<file path="src/common/key_switch_pkg.sv">
package key_switch_pkg;
  // Timing
  localparam int CLK_PERIOD_NS = 100;
  localparam int SAMPLE_PERIOD_MS = 10;
  localparam int SAMPLE_CYCLES = SAMPLE_PERIOD_MS * 1000000 / CLK_PERIOD_NS;
  localparam int DEBOUNCE_SAMPLES = 3;
  localparam int POWER_ON_HOLD_MS = 500;
  localparam int POWER_OFF_HOLD_MS = 2000;
  localparam int REPEAT_BASE_MS = 100;
  localparam int REPEAT_STEP_MS = 50;
  localparam int POWER_ON_TICKS = POWER_ON_HOLD_MS / SAMPLE_PERIOD_MS;
  localparam int POWER_OFF_TICKS = POWER_OFF_HOLD_MS / SAMPLE_PERIOD_MS;
  localparam int REPEAT_BASE_TICKS = REPEAT_BASE_MS / SAMPLE_PERIOD_MS;
  localparam int REPEAT_STEP_TICKS = REPEAT_STEP_MS / SAMPLE_PERIOD_MS;
  // Register indices; byte address is four times the index
  localparam int ADDR_W = 10;
  localparam logic [7:0] IDX_KEY_CONTROL = 8'h60;
  localparam logic [7:0] IDX_KEY_REPEAT_INTERVAL = 8'h61;
  localparam logic [7:0] IDX_KEY_EVENT_STATUS = 8'h62;
  localparam logic [7:0] IDX_KEY_PATTERN = 8'h64;
  localparam logic [7:0] IDX_SYSTEM_EVENT_SUMMARY = 8'h90;
  // Reset values
  localparam logic [5:0] KEY_CONTROL_RST = 6'h20;
  localparam logic [7:0] KEY_REPEAT_INTERVAL_RST = 8'h01;
  localparam logic [15:0] KEY_PATTERN_RST = 16'h0000;
  // Control fields
  localparam int APP_INPUT_ENABLE = 0;
  localparam int NONMASKABLE_GATE = 5;
  // Status fields, stored as flags[3:0] for bits 4:1
  localparam int FLAG_LSB = 1;
  localparam int PRESS_FLAG = 0;
  localparam int RELEASE_FLAG = 1;
  localparam int REPEAT_FLAG = 2;
  localparam int POWER_BUTTON_FLAG = 3;
  localparam int KEYS_SUMMARY_FLAG = 2;
  // Pattern fields
  localparam int PAT_CURSOR_LSB = 0;
  localparam int PAT_SECOND_SWITCH = 10;
  localparam int PAT_THIRD_SWITCH = 8;
  localparam int APP_KEYS = 7;
  // Bus responses
  localparam logic [1:0] RESP_OKAY = 2'h0;
  localparam logic [1:0] RESP_SLVERR = 2'h2;

  typedef enum logic [0:0] {
    PWR_OFF = 1'b0,
    PWR_ON = 1'b1
  } power_e;

  typedef struct packed {
    logic awvalid;
    logic [ADDR_W-1:0] awaddr;
    logic wvalid;
    logic [31:0] wdata;
    logic [3:0] wstrb;
    logic bready;
    logic arvalid;
    logic [ADDR_W-1:0] araddr;
    logic rready;
  } axil_req_s;

  typedef struct packed {
    logic awready;
    logic wready;
    logic bvalid;
    logic [1:0] bresp;
    logic arready;
    logic rvalid;
    logic [31:0] rdata;
    logic [1:0] rresp;
  } axil_rsp_s;
endpackage : key_switch_pkg

</file>
<file path="src/hw/key_switch_controller.sv">
`timescale 1ns/10ps
module key_switch_controller import key_switch_pkg::*; #(
  parameter int SAMPLE_CYCLES_P = SAMPLE_CYCLES
) (
  input wire logic clk,
  input wire logic rst_n,
  input wire axil_req_s bus_req,
  output axil_rsp_s bus_rsp,
  input wire logic power_button,
  input wire logic reset_button,
  input wire logic nmi_button,
  input wire logic [4:0] cursor_switch,
  input wire logic second_switch,
  input wire logic third_switch,
  output logic system_power,
  output logic nmi_request,
  output logic key_irq
);
  typedef struct packed {
    logic aw_held;
    logic [ADDR_W-1:0] aw_addr;
    logic w_held;
    logic [31:0] w_data;
    logic [3:0] w_strb;
    logic bvalid;
    logic [1:0] bresp;
    logic rvalid;
    logic [31:0] rdata;
    logic [1:0] rresp;
    logic [5:0] ctrl;
    logic [7:0] interval;
    logic [3:0] flags;
    logic summary;
    logic irq;
    logic [15:0] pattern;
    logic [APP_KEYS-1:0] held;
    logic [5:0] rep_cnt;
    power_e power;
    logic armed;
    logic [7:0] hold;
    logic nmi_prev;
    logic nmi_pulse;
  } ctl_s;

  ctl_s s;
  ctl_s next_s;
  logic tick;
  logic changed;
  logic [APP_KEYS-1:0] stable;
  logic ev_on;
  logic ev_off;
  logic ev_rep;
  logic ev_pwr;
  logic do_write;
  logic wr_lo;
  logic [7:0] wr_idx;
  logic [3:0] keep_flags;
  logic keep_summary;

  // Periodic sampling and three-sample debounce of the display board
  switch_sampler #(
    .SAMPLE_CYCLES_P(SAMPLE_CYCLES_P)
  ) u_sampler (
    .clk(clk),
    .rst_n(rst_n),
    .raw({third_switch, second_switch, cursor_switch}),
    .sample_tick(tick),
    .stable(stable),
    .changed(changed)
  );

  // Auto-repeat length in sample ticks; an empty register falls back
  // to the base period so a careless write cannot stop repeats
  function automatic logic [5:0] repeat_ticks(input logic [7:0] sel);
    logic [5:0] t;
    logic found;
    t = 6'(REPEAT_BASE_TICKS);
    found = 1'b0;
    for (int i = 0; i < 8; i++) begin
      if (sel[i] && !found) begin
        t = 6'(REPEAT_BASE_TICKS + REPEAT_STEP_TICKS * i);
        found = 1'b1;
      end
    end
    return t;
  endfunction : repeat_ticks

  // Debounced vector to pattern layout
  function automatic logic [15:0] to_pattern(input logic [6:0] v);
    logic [15:0] p;
    p = KEY_PATTERN_RST;
    p[PAT_CURSOR_LSB +: 5] = v[4:0];
    p[PAT_SECOND_SWITCH] = v[5];
    p[PAT_THIRD_SWITCH] = v[6];
    return p;
  endfunction : to_pattern

  // Read data; unmapped bits and the other summary sources read zero
  function automatic logic [31:0] read_reg(input logic [7:0] idx,
                                           input ctl_s c);
    logic [31:0] d;
    d = '0;
    case (idx)
      IDX_KEY_CONTROL: d = {26'h0, c.ctrl};
      IDX_KEY_REPEAT_INTERVAL: d = {24'h0, c.interval};
      IDX_KEY_EVENT_STATUS: d = {27'h0, c.flags, 1'b0};
      IDX_KEY_PATTERN: d = {16'h0, c.pattern};
      IDX_SYSTEM_EVENT_SUMMARY: d = {29'h0, c.summary, 2'h0};
      default: d = '0;
    endcase
    return d;
  endfunction : read_reg

  function automatic logic mapped(input logic [7:0] idx);
    return (idx == IDX_KEY_CONTROL) || (idx == IDX_KEY_REPEAT_INTERVAL) ||
           (idx == IDX_KEY_EVENT_STATUS) || (idx == IDX_KEY_PATTERN) ||
           (idx == IDX_SYSTEM_EVENT_SUMMARY);
  endfunction : mapped

  // All next-state logic
  always_comb begin
    next_s = s;
    ev_on = 1'b0;
    ev_off = 1'b0;
    ev_rep = 1'b0;
    ev_pwr = 1'b0;
    next_s.nmi_pulse = 1'b0;

    // Application keys are only tracked while input is enabled
    if (s.ctrl[APP_INPUT_ENABLE]) begin
      if (changed) begin
        next_s.held = stable;
        next_s.rep_cnt = '0;
        // Full release keeps the last pressed pattern visible
        if (stable != '0) begin
          next_s.pattern = to_pattern(stable);
        end
        if ((stable & ~s.held) != '0) begin
          ev_on = 1'b1;
        end
        if ((stable == '0) && (s.held != '0)) begin
          ev_off = 1'b1;
        end
      end else if (tick && (s.held != '0)) begin
        if (s.rep_cnt == repeat_ticks(s.interval) - 6'd1) begin
          ev_rep = 1'b1;
          next_s.rep_cnt = '0;
        end else begin
          next_s.rep_cnt = s.rep_cnt + 6'd1;
        end
      end
    end

    // Power button is timed in sample ticks; armed blocks a second
    // transition until the button has been let go
    if (tick) begin
      if (!power_button) begin
        next_s.hold = '0;
        next_s.armed = 1'b1;
      end else if (s.hold != 8'hff) begin
        next_s.hold = s.hold + 8'd1;
      end
      if (power_button && s.armed) begin
        case (s.power)
          PWR_OFF: begin
            if (s.hold == 8'(POWER_ON_TICKS - 1)) begin
              next_s.power = PWR_ON;
              next_s.armed = 1'b0;
            end
          end
          PWR_ON: begin
            if (s.hold == 8'(POWER_OFF_TICKS - 1)) begin
              next_s.power = PWR_OFF;
              next_s.armed = 1'b0;
            end
          end
          default: next_s.power = PWR_OFF;
        endcase
      end
      if (power_button && (s.hold == 8'(POWER_OFF_TICKS - 1))) begin
        ev_pwr = 1'b1;
      end
    end
    // Reset button overrides the power button and forces power off
    if (reset_button) begin
      next_s.power = PWR_OFF;
    end

    // NMI on the press edge, only while the gate is open
    next_s.nmi_prev = nmi_button;
    if (nmi_button && !s.nmi_prev && s.ctrl[NONMASKABLE_GATE]) begin
      next_s.nmi_pulse = 1'b1;
    end

    // Write address and data are taken independently
    if (bus_req.awvalid && !s.aw_held && !s.bvalid) begin
      next_s.aw_held = 1'b1;
      next_s.aw_addr = bus_req.awaddr;
    end
    if (bus_req.wvalid && !s.w_held && !s.bvalid) begin
      next_s.w_held = 1'b1;
      next_s.w_data = bus_req.wdata;
      next_s.w_strb = bus_req.wstrb;
    end
    if (s.bvalid && bus_req.bready) begin
      next_s.bvalid = 1'b0;
    end

    do_write = s.aw_held && s.w_held && !s.bvalid;
    wr_idx = s.aw_addr[ADDR_W-1:2];
    wr_lo = do_write && s.w_strb[0];
    keep_flags = 4'hf;
    keep_summary = 1'b1;
    if (do_write) begin
      next_s.aw_held = 1'b0;
      next_s.w_held = 1'b0;
      next_s.bvalid = 1'b1;
      next_s.bresp = mapped(wr_idx) ? RESP_OKAY : RESP_SLVERR;
    end
    // Pattern writes are accepted and ignored
    if (wr_lo) begin
      case (wr_idx)
        IDX_KEY_CONTROL: next_s.ctrl = s.w_data[5:0];
        IDX_KEY_REPEAT_INTERVAL: next_s.interval = s.w_data[7:0];
        IDX_KEY_EVENT_STATUS: keep_flags = s.w_data[FLAG_LSB +: 4];
        IDX_SYSTEM_EVENT_SUMMARY: begin
          keep_summary = s.w_data[KEYS_SUMMARY_FLAG];
        end
        default: keep_flags = 4'hf;
      endcase
    end

    // A fresh event wins over a clear in the same cycle
    next_s.flags[PRESS_FLAG] = ev_on | (s.flags[PRESS_FLAG] &
                               keep_flags[PRESS_FLAG]);
    next_s.flags[RELEASE_FLAG] = ev_off | (s.flags[RELEASE_FLAG] &
                                 keep_flags[RELEASE_FLAG]);
    next_s.flags[REPEAT_FLAG] = ev_rep | (s.flags[REPEAT_FLAG] &
                                keep_flags[REPEAT_FLAG]);
    next_s.flags[POWER_BUTTON_FLAG] = ev_pwr |
      (s.flags[POWER_BUTTON_FLAG] & keep_flags[POWER_BUTTON_FLAG]);
    next_s.summary = (|next_s.flags) | (s.summary & keep_summary);
    next_s.irq = |(next_s.flags & next_s.ctrl[4:1]);

    // Read channel; one read outstanding
    if (s.rvalid && bus_req.rready) begin
      next_s.rvalid = 1'b0;
    end
    if (bus_req.arvalid && !s.rvalid) begin
      next_s.rvalid = 1'b1;
      next_s.rdata = read_reg(bus_req.araddr[ADDR_W-1:2], s);
      next_s.rresp = mapped(bus_req.araddr[ADDR_W-1:2]) ? RESP_OKAY :
                     RESP_SLVERR;
    end
  end

  // State register
  always_ff @(posedge clk or negedge rst_n) begin
    if (!rst_n) begin
      s <= '0;
      s.ctrl <= KEY_CONTROL_RST;
      s.interval <= KEY_REPEAT_INTERVAL_RST;
      s.pattern <= KEY_PATTERN_RST;
      s.power <= PWR_OFF;
      s.armed <= 1'b1;
    end else begin
      s <= next_s;
    end
  end

  // Ready terms come straight from state, never from the request
  assign bus_rsp.awready = !s.aw_held && !s.bvalid;
  assign bus_rsp.wready = !s.w_held && !s.bvalid;
  assign bus_rsp.bvalid = s.bvalid;
  assign bus_rsp.bresp = s.bresp;
  assign bus_rsp.arready = !s.rvalid;
  assign bus_rsp.rvalid = s.rvalid;
  assign bus_rsp.rdata = s.rdata;
  assign bus_rsp.rresp = s.rresp;
  assign system_power = (s.power == PWR_ON);
  assign nmi_request = s.nmi_pulse;
  assign key_irq = s.irq;

  ctrl_read_zero_a: assert property (@(posedge clk) disable iff (!rst_n)
    (bus_req.arvalid && !s.rvalid &&
     bus_req.araddr[ADDR_W-1:2] == IDX_KEY_CONTROL)
    |=> s.rvalid && (s.rdata[31:6] == '0))
    else $error("control read showed nonzero upper bits");

  reset_power_off_a: assert property (@(posedge clk) disable iff (!rst_n)
    reset_button |=> !system_power)
    else $error("power stayed on after reset button");

  power_on_hold_a: assert property (@(posedge clk) disable iff (!rst_n)
    $rose(system_power) |-> $past(power_button) &&
    ($past(s.hold) == 8'(POWER_ON_TICKS - 1)))
    else $error("power turned on without half-second hold");

  power_off_hold_a: assert property (@(posedge clk) disable iff (!rst_n)
    ($fell(system_power) && !$past(reset_button)) |->
    ($past(s.hold) == 8'(POWER_OFF_TICKS - 1)))
    else $error("power turned off without two-second hold");

  nmi_gate_a: assert property (@(posedge clk) disable iff (!rst_n)
    nmi_request |-> $past(s.ctrl[NONMASKABLE_GATE]) && $past(nmi_button)
    ##1 !nmi_request)
    else $error("nmi request without gate or press");

  pattern_hold_a: assert property (@(posedge clk) disable iff (!rst_n)
    !s.ctrl[APP_INPUT_ENABLE] |=> $stable(s.pattern) && !s.flags[0] ||
    $past(s.flags[0]))
    else $error("pattern or key-on moved while input disabled");

  press_set_wins_a: assert property (@(posedge clk) disable iff (!rst_n)
    ev_on |=> s.flags[PRESS_FLAG] && s.summary)
    else $error("key-on event lost");

  repeat_held_a: assert property (@(posedge clk) disable iff (!rst_n)
    ev_rep |-> (tick && (s.held != '0) && s.ctrl[APP_INPUT_ENABLE])
    ##1 s.flags[REPEAT_FLAG])
    else $error("repeat event without a held key");

  // Full release must leave the last pressed layout visible
  release_keeps_a: assert property (@(posedge clk) disable iff (!rst_n)
    ev_off |=> $stable(s.pattern) && s.flags[RELEASE_FLAG] && (s.held == '0))
    else $error("full release lost its event or pattern");

  power_flag_set_a: assert property (@(posedge clk) disable iff (!rst_n)
    ev_pwr |-> tick && power_button ##1 s.flags[POWER_BUTTON_FLAG])
    else $error("power button flag not set after long hold");

  press_pattern_a: assert property (@(posedge clk) disable iff (!rst_n)
    ev_on |=> (s.pattern == to_pattern($past(stable))))
    else $error("pattern does not match debounced press");

  summary_level_a: assert property (@(posedge clk) disable iff (!rst_n)
    (|s.flags) |-> s.summary)
    else $error("summary bit clear while a key flag is set");

  irq_cause_a: assert property (@(posedge clk) disable iff (!rst_n)
    key_irq |-> $past(ev_on || ev_off || ev_rep || ev_pwr) ||
    $past(key_irq) || $past(do_write))
    else $error("interrupt raised without a cause");
endmodule : key_switch_controller

</file>
<file path="src/hw/switch_sampler.sv">
`timescale 1ns/10ps
module switch_sampler import key_switch_pkg::*; #(
  parameter int SAMPLE_CYCLES_P = SAMPLE_CYCLES
) (
  input wire logic clk,
  input wire logic rst_n,
  input wire logic [APP_KEYS-1:0] raw,
  output logic sample_tick,
  output logic [APP_KEYS-1:0] stable,
  output logic changed
);
  localparam int CW = $clog2(SAMPLE_CYCLES_P + 1);

  typedef struct packed {
    logic [CW-1:0] cnt;
    logic tick;
    logic [APP_KEYS-1:0] h0;
    logic [APP_KEYS-1:0] h1;
    logic [APP_KEYS-1:0] h2;
    logic [APP_KEYS-1:0] stable;
    logic changed;
  } sampler_s;

  sampler_s s;
  sampler_s next_s;
  logic [APP_KEYS-1:0] agree;

  // Each key agrees when its last three samples match
  for (genvar i = 0; i < APP_KEYS; i++) begin : g_agree
    assign agree[i] = (s.h0[i] == s.h1[i]) && (s.h1[i] == s.h2[i]);
  end

  // Sample history shifts once per period; the whole vector must agree
  always_comb begin
    next_s = s;
    next_s.tick = 1'b0;
    next_s.changed = 1'b0;
    if (s.cnt == CW'(SAMPLE_CYCLES_P - 1)) begin
      next_s.cnt = '0;
      next_s.tick = 1'b1;
      next_s.h2 = s.h1;
      next_s.h1 = s.h0;
      next_s.h0 = raw;
    end else begin
      next_s.cnt = s.cnt + CW'(1);
    end
    if (s.tick && (&agree) && (s.h0 != s.stable)) begin
      next_s.stable = s.h0;
      next_s.changed = 1'b1;
    end
  end

  always_ff @(posedge clk or negedge rst_n) begin
    if (!rst_n) begin
      s <= '0;
    end else begin
      s <= next_s;
    end
  end

  assign sample_tick = s.tick;
  assign stable = s.stable;
  assign changed = s.changed;

  sample_gap_a: assert property (@(posedge clk) disable iff (!rst_n)
    s.tick |=> !s.tick)
    else $error("sample tick repeated on consecutive cycles");

  debounce_agree_a: assert property (@(posedge clk) disable iff (!rst_n)
    s.changed |-> (s.stable == s.h0) && (s.h0 == s.h1) && (s.h1 == s.h2))
    else $error("stable vector changed without three equal samples");
endmodule : switch_sampler

</file>
<file path="config.mk">
export PLATFORM = sky130hd
export DESIGN_NAME = key_switch_controller
export DESIGN_NICKNAME = d
export VERILOG_FILES = /design/src/common/key_switch_pkg.sv /design/src/hw/key_switch_controller.sv /design/src/hw/switch_sampler.sv
export SDC_FILE = /design/constraint.sdc
export NUM_CORES = 1
export LEC_CHECK = 0
export ABC_AREA = 1
export BUFFER_PORTS_ARGS = -buffer_cell sky130_fd_sc_hd__buf_4
export CAP_MARGIN = 20
export CORE_MARGIN = 5
export CORE_UTILIZATION = 46
export DETAILED_ROUTE_END_ITERATION = 8
export HOLD_SLACK_MARGIN = 0.05
export PLACE_DENSITY_LB_ADDON = 0.2
export SLEW_MARGIN = 20
export SYNTH_ARGS = -nofsm -noshare
export SYNTH_HDL_FRONTEND = slang
export SYNTH_SLANG_ARGS = --single-unit
</file>
<file path="constraint.sdc">
create_clock -name clk -period 2.6 [get_ports clk]
set_clock_uncertainty 0.05 [all_clocks]
set_input_delay 0.26 -clock clk [delete_from_list [all_inputs] [get_ports clk]]
set_output_delay 0.26 -clock clk [all_outputs]
set_load 0.01 [all_outputs]
</file>
==> run summary, run 1 <==
All-Layer GR Usage: 0.184
WHS Path Cells: 3
Post-layout worst setup margin: 0.204 ns
Remaining DRCs: 0
Post-DP HPWL: 10400 microns
CP max FO: 5
Die Span Y: 130 microns
Seq/Total Area, Yosys: 0.503
Starting density of the core: 0.471
Min Tclk post-route: 2.40 ns
Final Util: 0.572
Area post-placement: 7070 sq um
R2R cell count: 16
Final Setup Violations: 0
Number of cell rows: 43
Root Driver: clkbuf_16
Largest family of logic cells by synthesized area: simple AND/OR/NAND/NOR gates
Setup TNS: 0 ns
Seq cells post-synth: 132
Share of the synthesized area in the top cell type: 0.491
Path type of the worst setup path: register to register
Initial antenna violation count: 0
Leak: 3.93 nW
WP data arrival: 2.70 ns
Fin area: 7970 sq um
Die area: 16800 sq um
Die X: 130 microns
Commonest non-fill, non-tap cells in the layout: 137 x nand2_1, 129 x dfrtp_1, 111 x inv_1, 80 x o21ai_0, 68 x buf_4
Period utilization: 0.922
Slew HR: 0.439
Startpoint Class: register
Via count: 5255
Buffers on Ports: 61
Largest net degree at the start of global routing: 46
Max Freq: 0.417 GHz
Clock transition at the registers of the reported paths: 0.05 ns
Area grow syn2layout: 21.3%
Simple-Gate Fraction of Synth Area: 0.209
Syn avg cell area: 8.52 sq um
Outcome: completed
Min-delay src: bus_req[52]
Global-route wire length before repair: 24800 microns
Cell Area, Synth: 6570 sq um
Nets: 938
Number of flops mapped to enable cells by yosys: 0
Clock tree buffer depth: 2
Top FF cell, synth: dfrtp_1
Vias in the first global route: 5213
Synth warn: 0
Hold slack: 0.0619 ns
Clk Latency, worst-skew pair: 0.42 ns
Core area: 13900 sq um
Worst hold path type: input pin to register
Pwr Density: 701 nW/um^2
WL final: 14300 microns
Cell variety after synth: 43
Leading area contributor after synthesis: dfrtp_1
CTS HTree Levels: 4
Leading cell type in the layout, fill and taps excluded: nand2_1
Initial DRC Count: 324
IO Pins: 117
Router iterations before antenna repair: 4
VDD IR max: 0.420 mV
FF-to-FF Start: s[48]
Mapped Cells: 771
Setup crit end kind: register
TritonCTS clock tree: built
Post-synth ARST share: 1.00
Post-DRT Antenna Nets: 0
CTS buffer count: 17
GP Congestion: 0.879
Slew @ Worst Pin: 0.832 ns
Pins Over Slew Limit: 0
Non-Filler Instances: 1053
Placed Cells: 993
Synth area leaders: dfrtp_1 49%, nand2_1 7.8%, inv_1 6.3%
Hold Vio Cnt, Final: 0
Mux contribution to synthesized area: 0.0114
ANT cells: 0
Total Power: 5.59 mW
Compound-Gate Fraction of Synth Area: 0.124
Adder-cell share of the synthesized area: 0.00952
Worst slack at placement: 0.215 ns
Vias per inst: 4.99
Max cap viols: 0
CTS Sinks: 132
CP startpoint: s[48]
Global route total overflow: 0
Share of layout cells above drive strength 1: 0.166
Synth Area in XOR/XNOR: 0.0253
Worst endpoint required time: 2.91 ns
Wire length per cell: 13.6 microns
==> sequential cells by signal, summed over array words and instances (netlist names) <==
signal and count:
u_sampler.s 38, u_sampler.sample_tick 1, key_irq 1, system_power 1
nmi_request 1, s 68, u_sampler.stable 7, u_sampler.changed 1
bus_rsp 14
==> logic make-up after synthesis <==
kind of cell | after synthesis
mux | 7
compound gates | 148
buf+inv | 164
other cells | 1
flops | 132
simple gates | 295
fa+ha+maj | 5
xor+xnor | 19
==> power breakdown <==
| group | internal (mW) | switching [mW] | leakage, nW |
|---|---|---|---|
| registers | 2.24 | 0.121 | 1.68 |
| clock network | 1.60 | 0.855 | 0.299 |
| logic | 0.321 | 0.447 | 1.94 |
| total | 4.16 | 1.42 | 3.93 |
==> worst paths after layout <==
path	endpoint	slack, ns
setup / recovery	key_irq	0.20
hold / removal	s[138]	0.06
setup reg to reg	key_irq	0.20
hold reg to reg	nmi_request	0.34
max in group asynchronous	u_sampler.s[30]	1.46
min in group asynchronous	nmi_request	0.33
==> layer usage <==
layer	track usage	wire length, microns	part of all wire
met5	0	0	0
met4	0.0703	210	0.015
met1	0.249	6680	0.47
met3	0.0416	760	0.053
met2	0.289	6640	0.46
==> cell usage after synthesis (all sizes together) (4+ instances only) <==
master  instances
xnor2           4
nor4            7
nand2         145
mux2            4
o22ai           8
clkbuf          6
ha              5
nand3          39
o31ai           5
a21oi          36
xor2           15
dfrtp         129
nor3           14
inv           115
nand4          17
buf            43
o21ai          88
nor2           70
==> final cells by class <==
type                    count  area [sq um]
fillers                  1229          5960
flip-flops and latches    132          3310
multi-input cells         498          2590
repair buffers             96           801
clock buffers              23           488
inverters                 115           432
well taps                 180           225
clock inverters             9           125
==> critical path, cell delays in order (launching register included) <==
cell       delay [ns]
dfrtp_1          0.42
nor2_4           0.18
nand3_2          0.10
nor2_4           0.14
nand3_1          0.13
o2111ai_1        0.11
ha_2             0.23
inv_1            0.07
nor3_2           0.21
nor2_1           0.07
nand2_1          0.06
nand2_1          0.06
nor2_2           0.15
nand4_2          0.17
nand2_2          0.11
nand2_1          0.05
nand2_1          0.04
==> what timing repair did <==
item,4_1_cts,5_1_grt
hold endpoints to repair,64,0
setup endpoints to repair,0,6
hold buffers,27,0
setup buffers,0,1
resized for setup,0,2
Power figures use the tool's default switching activity.
==> run 2, diff against run 1 <==
--- a/config.mk
+++ b/config.mk
@@ -7,11 +7,11 @@
 export LEC_CHECK = 0
 export ABC_AREA = 1
 export BUFFER_PORTS_ARGS = -buffer_cell sky130_fd_sc_hd__buf_4
-export CAP_MARGIN = 20
 export CORE_MARGIN = 5
 export CORE_UTILIZATION = 46
 export DETAILED_ROUTE_END_ITERATION = 8
 export HOLD_SLACK_MARGIN = 0.05
+export MAX_ROUTING_LAYER = met4
 export PLACE_DENSITY_LB_ADDON = 0.2
 export SLEW_MARGIN = 20
 export SYNTH_ARGS = -nofsm -noshare
==> run 2 against run 1 <==
Effect of this change: final area shrank 0.24%; die area is the same; wire length fell by 0.81%; register-to-register slack worse by 0.02 ns; setup slack worse by 0.024 ns; combinational power barely moved; clock power increased by 2%; cell count shrank 0.47%; flip-flop and latch count did not move; sequential power is essentially flat.
==> run summary, run 2 (synthesis gave the netlist of run 1 again) <==
Outcome: completed
Final Setup Violations: 0 (unchanged)
Max reg flops: 68 (unchanged)
CP startpoint: s[48]
Leak: 3.92 nW (-0.27%)
Remaining DRCs: 0 (unchanged)
Pwr Density: 708 nW/um^2 (+1.0%)
Clk Latency, worst-skew pair: 0.42 ns (about the same)
CP most frequent cell: nand2_1
Multi-input logic area: 2600 sq um (+0.19%)
Area post-placement: 7080 sq um (about the same)
Commonest non-fill, non-tap cells in the layout: 137 x nand2_1, 129 x dfrtp_1, 111 x inv_1, 80 x o21ai_0, 65 x buf_4
Worst endpoint required time: 2.90 ns (about the same)
Path type of the worst setup path: register to register
Router iterations before antenna repair: 6 (+2)
Slew HR: 0.445 (+0.00559)
Min-delay src: bus_req[24]
Largest net degree at the start of global routing: 53 (+15%)
GP Congestion: 0.912 (+3.8%)
All-Layer GR Usage: 0.183 (-0.000588)
Max Freq: 0.413 GHz (-1.0%)
Nets: 933 (-0.53%)
CTS HTree Levels: 4 (unchanged)
Core area: 13900 sq um (unchanged)
Vias per inst: 5.01 (+0.40%)
Die Span Y: 130 microns (unchanged)
WL final: 14200 microns (-0.81%)
Number of cell rows: 43 (unchanged)
Cell chain of the critical path: nor2_4 > nand3_2 > nor2_4 > nand3_4 > o2111ai_1 > ha_2 > inv_1 > nor3_2 > nor2_1 > nand2_1 > nand2_1 > nor2_2 > nand4_2 > nand2_2 > nand2_1 > nand2_1
Die X: 130 microns (unchanged)
Worst hold path type: input pin to register
Most flops, register: s
Starting density of the core: 0.471 (unchanged)
Slew @ Worst Pin: 0.824 ns (-0.00829 ns)
IO Pins: 117 (unchanged)
CTS Sinks: 132 (unchanged)
ANT cells: 0 (unchanged)
WP data arrival: 2.72 ns (+0.02 ns)
Hold Vio Cnt, Final: 0 (unchanged)
Wire length per cell: 13.5 microns (-0.34%)
Period utilization: 0.931 (+0.00931)
Max cap viols: 0 (unchanged)
FF-to-FF Start: s[48]
Startpoint Class: register
Vias in the first global route: 5054 (-3.1%)
Hold slack: 0.0550 ns (-0.00688 ns)
Root Driver: clkbuf_16
Setup crit end kind: register
Setup bufs post-CTS: 0 (unchanged)
Fin area: 7950 sq um (-0.24%)
Clock transition at the registers of the reported paths: 0.05 ns (about the same)
Post-DRT Antenna Nets: 0 (unchanged)
Buffers on Ports: 61 (unchanged)
FILL cells: 1290 (+5.0%)
Global route total overflow: 0 (unchanged)
Leading cell type in the layout, fill and taps excluded: nand2_1
Via count: 5251 (-0.076%)
Clock tree buffer depth: 2 (unchanged)
CP max FO: 6 (+1)
Initial DRC Count: 311 (-4.0%)
VDD IR max: 0.391 mV (-6.9%)
RSZ-0062 raised after global routing: no
CTS buffer count: 17 (unchanged)
Post-DP HPWL: 10300 microns (-0.68%)
CP Buf/Inv Count: 1 (unchanged)
Slowest cell on the critical path: dfrtp_1
Area grow syn2layout: 21.0%
Die area: 16800 sq um (unchanged)
Register Area: 3310 sq um (unchanged)
Global-route wire length before repair: 23900 microns (-3.4%)
Initial antenna violation count: 0 (unchanged)
Share of layout cells above drive strength 1: 0.162 (-0.00365)
TritonCTS clock tree: built
Setup TNS: 0 ns (unchanged)
Cell family with most CP delay: simple AND/OR/NAND/NOR gates
Min Tclk post-route: 2.42 ns (+0.0242 ns)
Pins Over Slew Limit: 0 (unchanged)
CP peak stage delay: 0.42 ns (about the same)
==> run 2: cell types whose count changed in the layout (fill, tap and decap cells not counted), sizes merged <==
cell	change
clkinvlp	-2
dlygate4sd3	-3
buf	-2
clkinv	-3
clkbuf	+5
==> run 2: timing repair <==
action                                  4_1_cts  5_1_grt
hold endpoints to repair                     70        1
endpoints found under the setup margin        0        9
hold buffers                                 23        1
gates resized for setup                       0        3
==> run 2: routing by layer <==
metal  vias up  global-route usage  part of all wire
met5         -                   -                 0
met4         0              0.0556             0.011
met3        15              0.0486             0.059
met2       127               0.279              0.47
met1      2491               0.242              0.46
li1       2618                   -                 -
==> run 2: power breakdown <==
group          total, mW  internal [mW]  switching, mW
Combinational      0.769          0.318          0.451
Clock               2.50           1.66          0.835
Sequential          2.36           2.24          0.124
Total               5.63           4.22           1.41
==> run 2: worst paths after layout <==
check | endpoint | slack [ns] | depth (start not counted)
min in group asynchronous | bus_rsp[9] | 0.39 | 2
worst min register to register | nmi_request | 0.35 | 1
worst max-delay path | key_irq | 0.18 | 16
max in group asynchronous | s[140] | 1.33 | 3
worst max register to register | key_irq | 0.18 | 16
worst min-delay path | s[110] | 0.06 | 3
==> run 2: worst reg2reg max path, cell delays in order (launching register included) <==
cell       delay [ns]
dfrtp_1          0.42
nor2_4           0.18
nand3_2          0.11
nor2_4           0.15
nand3_4          0.11
o2111ai_1        0.14
ha_2             0.25
inv_1            0.08
nor3_2           0.14
nor2_1           0.06
nand2_1          0.06
nand2_1          0.06
nor2_2           0.14
nand4_2          0.18
nand2_2          0.11
nand2_1          0.05
nand2_1          0.05
==> run 2: area by class of cell <==
cell class	count	area share
Sequential cell	132	0.416
Multi-Input combinational cell	498	0.327
Timing Repair Buffer	91	0.0966
Clock buffer	28	0.0662
Inverter	115	0.0543
Tap cell	180	0.0283
Clock inverter	4	0.0120
==> run 2: stage by stage <==
step / power, mW / util / instances / worst slack, ns
2_1_floorplan: 2.91 / - / 794 / 0.472
3_3_place_gp: 3.11 / 0.508 / 992 / 0.242
3_5_place_dp: 3.14 / 0.508 / 992 / 0.166
4_1_cts: 5.68 / 0.569 / 1047 / 0.112
5_1_grt: 5.90 / 0.571 / 1048 / 0.00263
6_report: 5.63 / 0.571 / 1048 / 0.180
==> run 3, diff against run 2 <==
--- a/config.mk
+++ b/config.mk
@@ -16,4 +16,5 @@
 export SLEW_MARGIN = 20
 export SYNTH_ARGS = -nofsm -noshare
 export SYNTH_HDL_FRONTEND = slang
+export SYNTH_HIERARCHICAL = 1
 export SYNTH_SLANG_ARGS = --single-unit
==> run 3 against run 2 <==
Effect of this change: critical path depth down 1; total power down 1.6%; highest routed layer unchanged; final area is 3.3% higher; synthesized cell count rose by 8.0%; combinational power rose by 14%; utilization decreased by 2.4 points; clock power decreased by 8.8%; flip-flop and latch count stayed put; global-route usage decreased by 0.60 points; via count increased by 2.2%; die area rose by 5.9%.
==> run summary, run 3 <==
Outcome: completed
Leak: 3.97 nW (+1.5%)
VDD IR max: 0.510 mV (+31%)
Synth area leaders: dfrtp_1 46%, nand2_1 9.6%, inv_1 5.4%
RSZ-0062 raised after global routing: no
Clock tree buffer depth: 2 (unchanged)
CP peak stage delay: 0.42 ns (about the same)
Remaining DRCs: 0 (unchanged)
WP data arrival: 2.54 ns (-0.18 ns)
Hold slack: 0.0758 ns (+0.0208 ns)
Multi-input logic area: 2910 sq um (+12%)
Worst hold path type: input pin to register
Wire length per cell: 13.1 microns (-3.5%)
Max Freq: 0.437 GHz (+5.8%)
Mux contribution to synthesized area: 0.0129 (+0.00146)
Slew HR: 0.552 (+0.107)
Cell chain of the critical path: nor2_4 > nand3_4 > nor3_1 > nor2_1 > nand2_2 > inv_2 > ha_1 > inv_1 > nor2_2 > o21bai_1 > nand2_2 > nor2_4 > nand3_2 > nand2_4 > a21oi_2
Simple-Gate Fraction of Synth Area: 0.257 (+0.0471)
Leading cell type in the layout, fill and taps excluded: nand2_1
Nets: 990 (+6.1%)
Top FF cell, synth: dfrtp_1
CP max FO: 5 (-1)
Number of cell rows: 45 (+4.7%)
Pwr Density: 675 nW/um^2 (-4.7%)
Max cap viols: 0 (unchanged)
CTS Hold Buffers Added: 26 (+13%)
Core area: 15000 sq um (+7.9%)
Root Driver: clkbuf_16
Number of flops mapped to enable cells by yosys: 0 (unchanged)
Global-route wire length before repair: 25000 microns (+4.2%)
Final Setup Violations: 0 (unchanged)
Share of the synthesized area in the top cell type: 0.462 (-0.0297)
Setup crit end kind: register
Min Tclk post-route: 2.29 ns (-0.133 ns)
Met3 WL: 657 microns (-22%)
Commonest non-fill, non-tap cells in the layout: 179 x nand2_1, 129 x dfrtp_1, 100 x inv_1, 74 x nor2_1, 64 x buf_4
Cell variety after synth: 50 (+16%)
Startpoint Class: register
Mapped Cells: 833 (+8.0%)
Most frequent cell after synthesis: nand2_1
CTS buffer count: 17 (unchanged)
Vias per inst: 4.82 (-3.8%)
Cell Area, Synth: 6990 sq um (+6.4%)
Max reg flops: 68 (unchanged)
Router iterations before antenna repair: 4 (-2)
DRT met1 WL: 6880 microns (+4.5%)
Path type of the worst setup path: register to register
Pins Over Slew Limit: 0 (unchanged)
Share of layout cells above drive strength 1: 0.191 (+0.0289)
TritonCTS clock tree: built
Seq cells post-synth: 132 (unchanged)
Die X: 133 microns (+2.9%)
Largest net degree at the start of global routing: 55 (+3.8%)
Leading area contributor after synthesis: dfrtp_1
GP Congestion: 0.835 (-8.5%)
All-Layer GR Usage: 0.177 (-0.00599)
Starting density of the core: 0.465 (-0.00632)
FILL cells: 1438 (+11%)
Worst endpoint required time: 2.85 ns (-0.05 ns)
Wire length on met2: 6750 microns (+2.3%)
Clock transition at the registers of the reported paths: 0.06 ns (about the same)
CTS HTree Levels: 4 (unchanged)
Post-DRT Antenna Nets: 0 (unchanged)
Global route total overflow: 0 (unchanged)
Placed Cells: 1055 (+6.4%)
Area grow syn2layout: 17.5%
Synth top cells by count: 179 x nand2_1, 129 x dfrtp_1, 100 x inv_1
# resized after CTS: 0 (unchanged)
Slowest cell on the critical path: dfrtp_1
Top Layer Used: met4
Synth warn: 6 (+6)
Slew @ Worst Pin: 0.666 ns (-0.159 ns)
Register Area: 3310 sq um (unchanged)
WL final: 14500 microns (+2.5%)
CTS Sinks: 132 (unchanged)
Non-Filler Instances: 1113 (+6.2%)
Setup bufs post-CTS: 0 (unchanged)
Synth Area in XOR/XNOR: 0.0188 (-0.00654)
Compound-Gate Fraction of Synth Area: 0.106 (-0.0175)
Initial DRC Count: 321 (+3.2%)
Die area: 17800 sq um (+5.9%)
Buffers on Ports: 61 (unchanged)
Post-DP HPWL: 10700 microns (+4.0%)
Syn avg cell area: 8.39 sq um (-1.5%)
Largest family of logic cells by synthesized area: simple AND/OR/NAND/NOR gates
Initial antenna violation count: 0 (unchanged)
Post-synth ARST share: 1.00 (unchanged)
Vias in the first global route: 5187 (+2.6%)
Via count: 5365 (+2.2%)
Clk Latency, worst-skew pair: 0.42 ns (about the same)
IO Pins: 117 (unchanged)
Die Span Y: 133 microns (+2.9%)
ANT cells: 0 (unchanged)
Adder-cell share of the synthesized area: 0.00895 (-0.000576)
Period utilization: 0.880 (-0.0511)
Setup TNS: 0 ns (unchanged)
Seq/Total Area, Yosys: 0.473 (-0.0304)
Hold Vio Cnt, Final: 0 (unchanged)
Most flops, register: s
run 3: cell count changes in the layout (fill, tap and decap cells not counted), sizes merged, moves of 6 or more:
cell   before  now
nand3      39   48
o21ai      88   78
nand4      17   11
nor3       14   21
nor2       70   86
a21oi      36   29
nand2     145  200
xor2       15    8
run 3: critical path: cells and delay by family, from the launching register on:
family	cells	cell delay, ns
DFF	1	0.42
adders and majority gates	1	0.22
AOI/OAI and AO/OA	2	0.20
and+or+nand+nor	10	1.11
buffers and inverters	2	0.15
run 3: power breakdown:
group          switching (mW)  total, mW  leakage (nW)  internal (mW)
combinational           0.505      0.877          2.01          0.372
sequential              0.129       2.38          1.69           2.25
clock                   0.826       2.28         0.276           1.46
run 3: final timing paths:
| path | start | to | slack (ns) | cells past startpoint |
|---|---|---|---|---|
| worst max-delay path | s[48] | s[12] | 0.31 | 15 |
| worst min-delay path | bus_req[19] | s[105] | 0.08 | 3 |
| worst max register to register | s[48] | s[12] | 0.31 | 15 |
| worst min register to register | s[1] | nmi_request | 0.36 | 1 |
| max in group asynchronous | rst_n | s[14] | 1.49 | 3 |
| min in group asynchronous | rst_n | u_sampler/s[20] | 0.33 | 2 |
run 3: final cells by class:
| class | instances | share of cell area |
|---|---|---|
| sequential | 132 | 0.403 |
| multi-input combinational | 556 | 0.355 |
| timing repair buffer | 92 | 0.0940 |
| clock buffer | 26 | 0.0583 |
| inverter | 113 | 0.0522 |
| tap | 188 | 0.0286 |
| clock inverter | 6 | 0.00975 |
run 3: through the flow:
step	util	total power, mW	setup WS [ns]	area (sq um)
finish	0.546	5.54	0.313	8220
global placement	0.492	3.26	0.336	7400
global route	0.546	5.83	0.0232	8220
floorplan	-	3.03	0.488	7080
CTS	0.546	5.61	0.300	8220
detailed placement	0.492	3.27	0.309	7400
run 3: per-layer routing:
layer | GRT usage | up-vias
li1 | - | 2784
met5 | - | -
met3 | 0.0468 | 18
met4 | 0.0560 | 0
met1 | 0.234 | 2469
met2 | 0.268 | 94
run 3: logic make-up after synthesis:
group | Yosys count
buf+inv | 168
mux | 8
xor+xnor | 15
flops | 132
other cells | 1
simple gates | 376
fa+ha+maj | 5
compound gates | 128
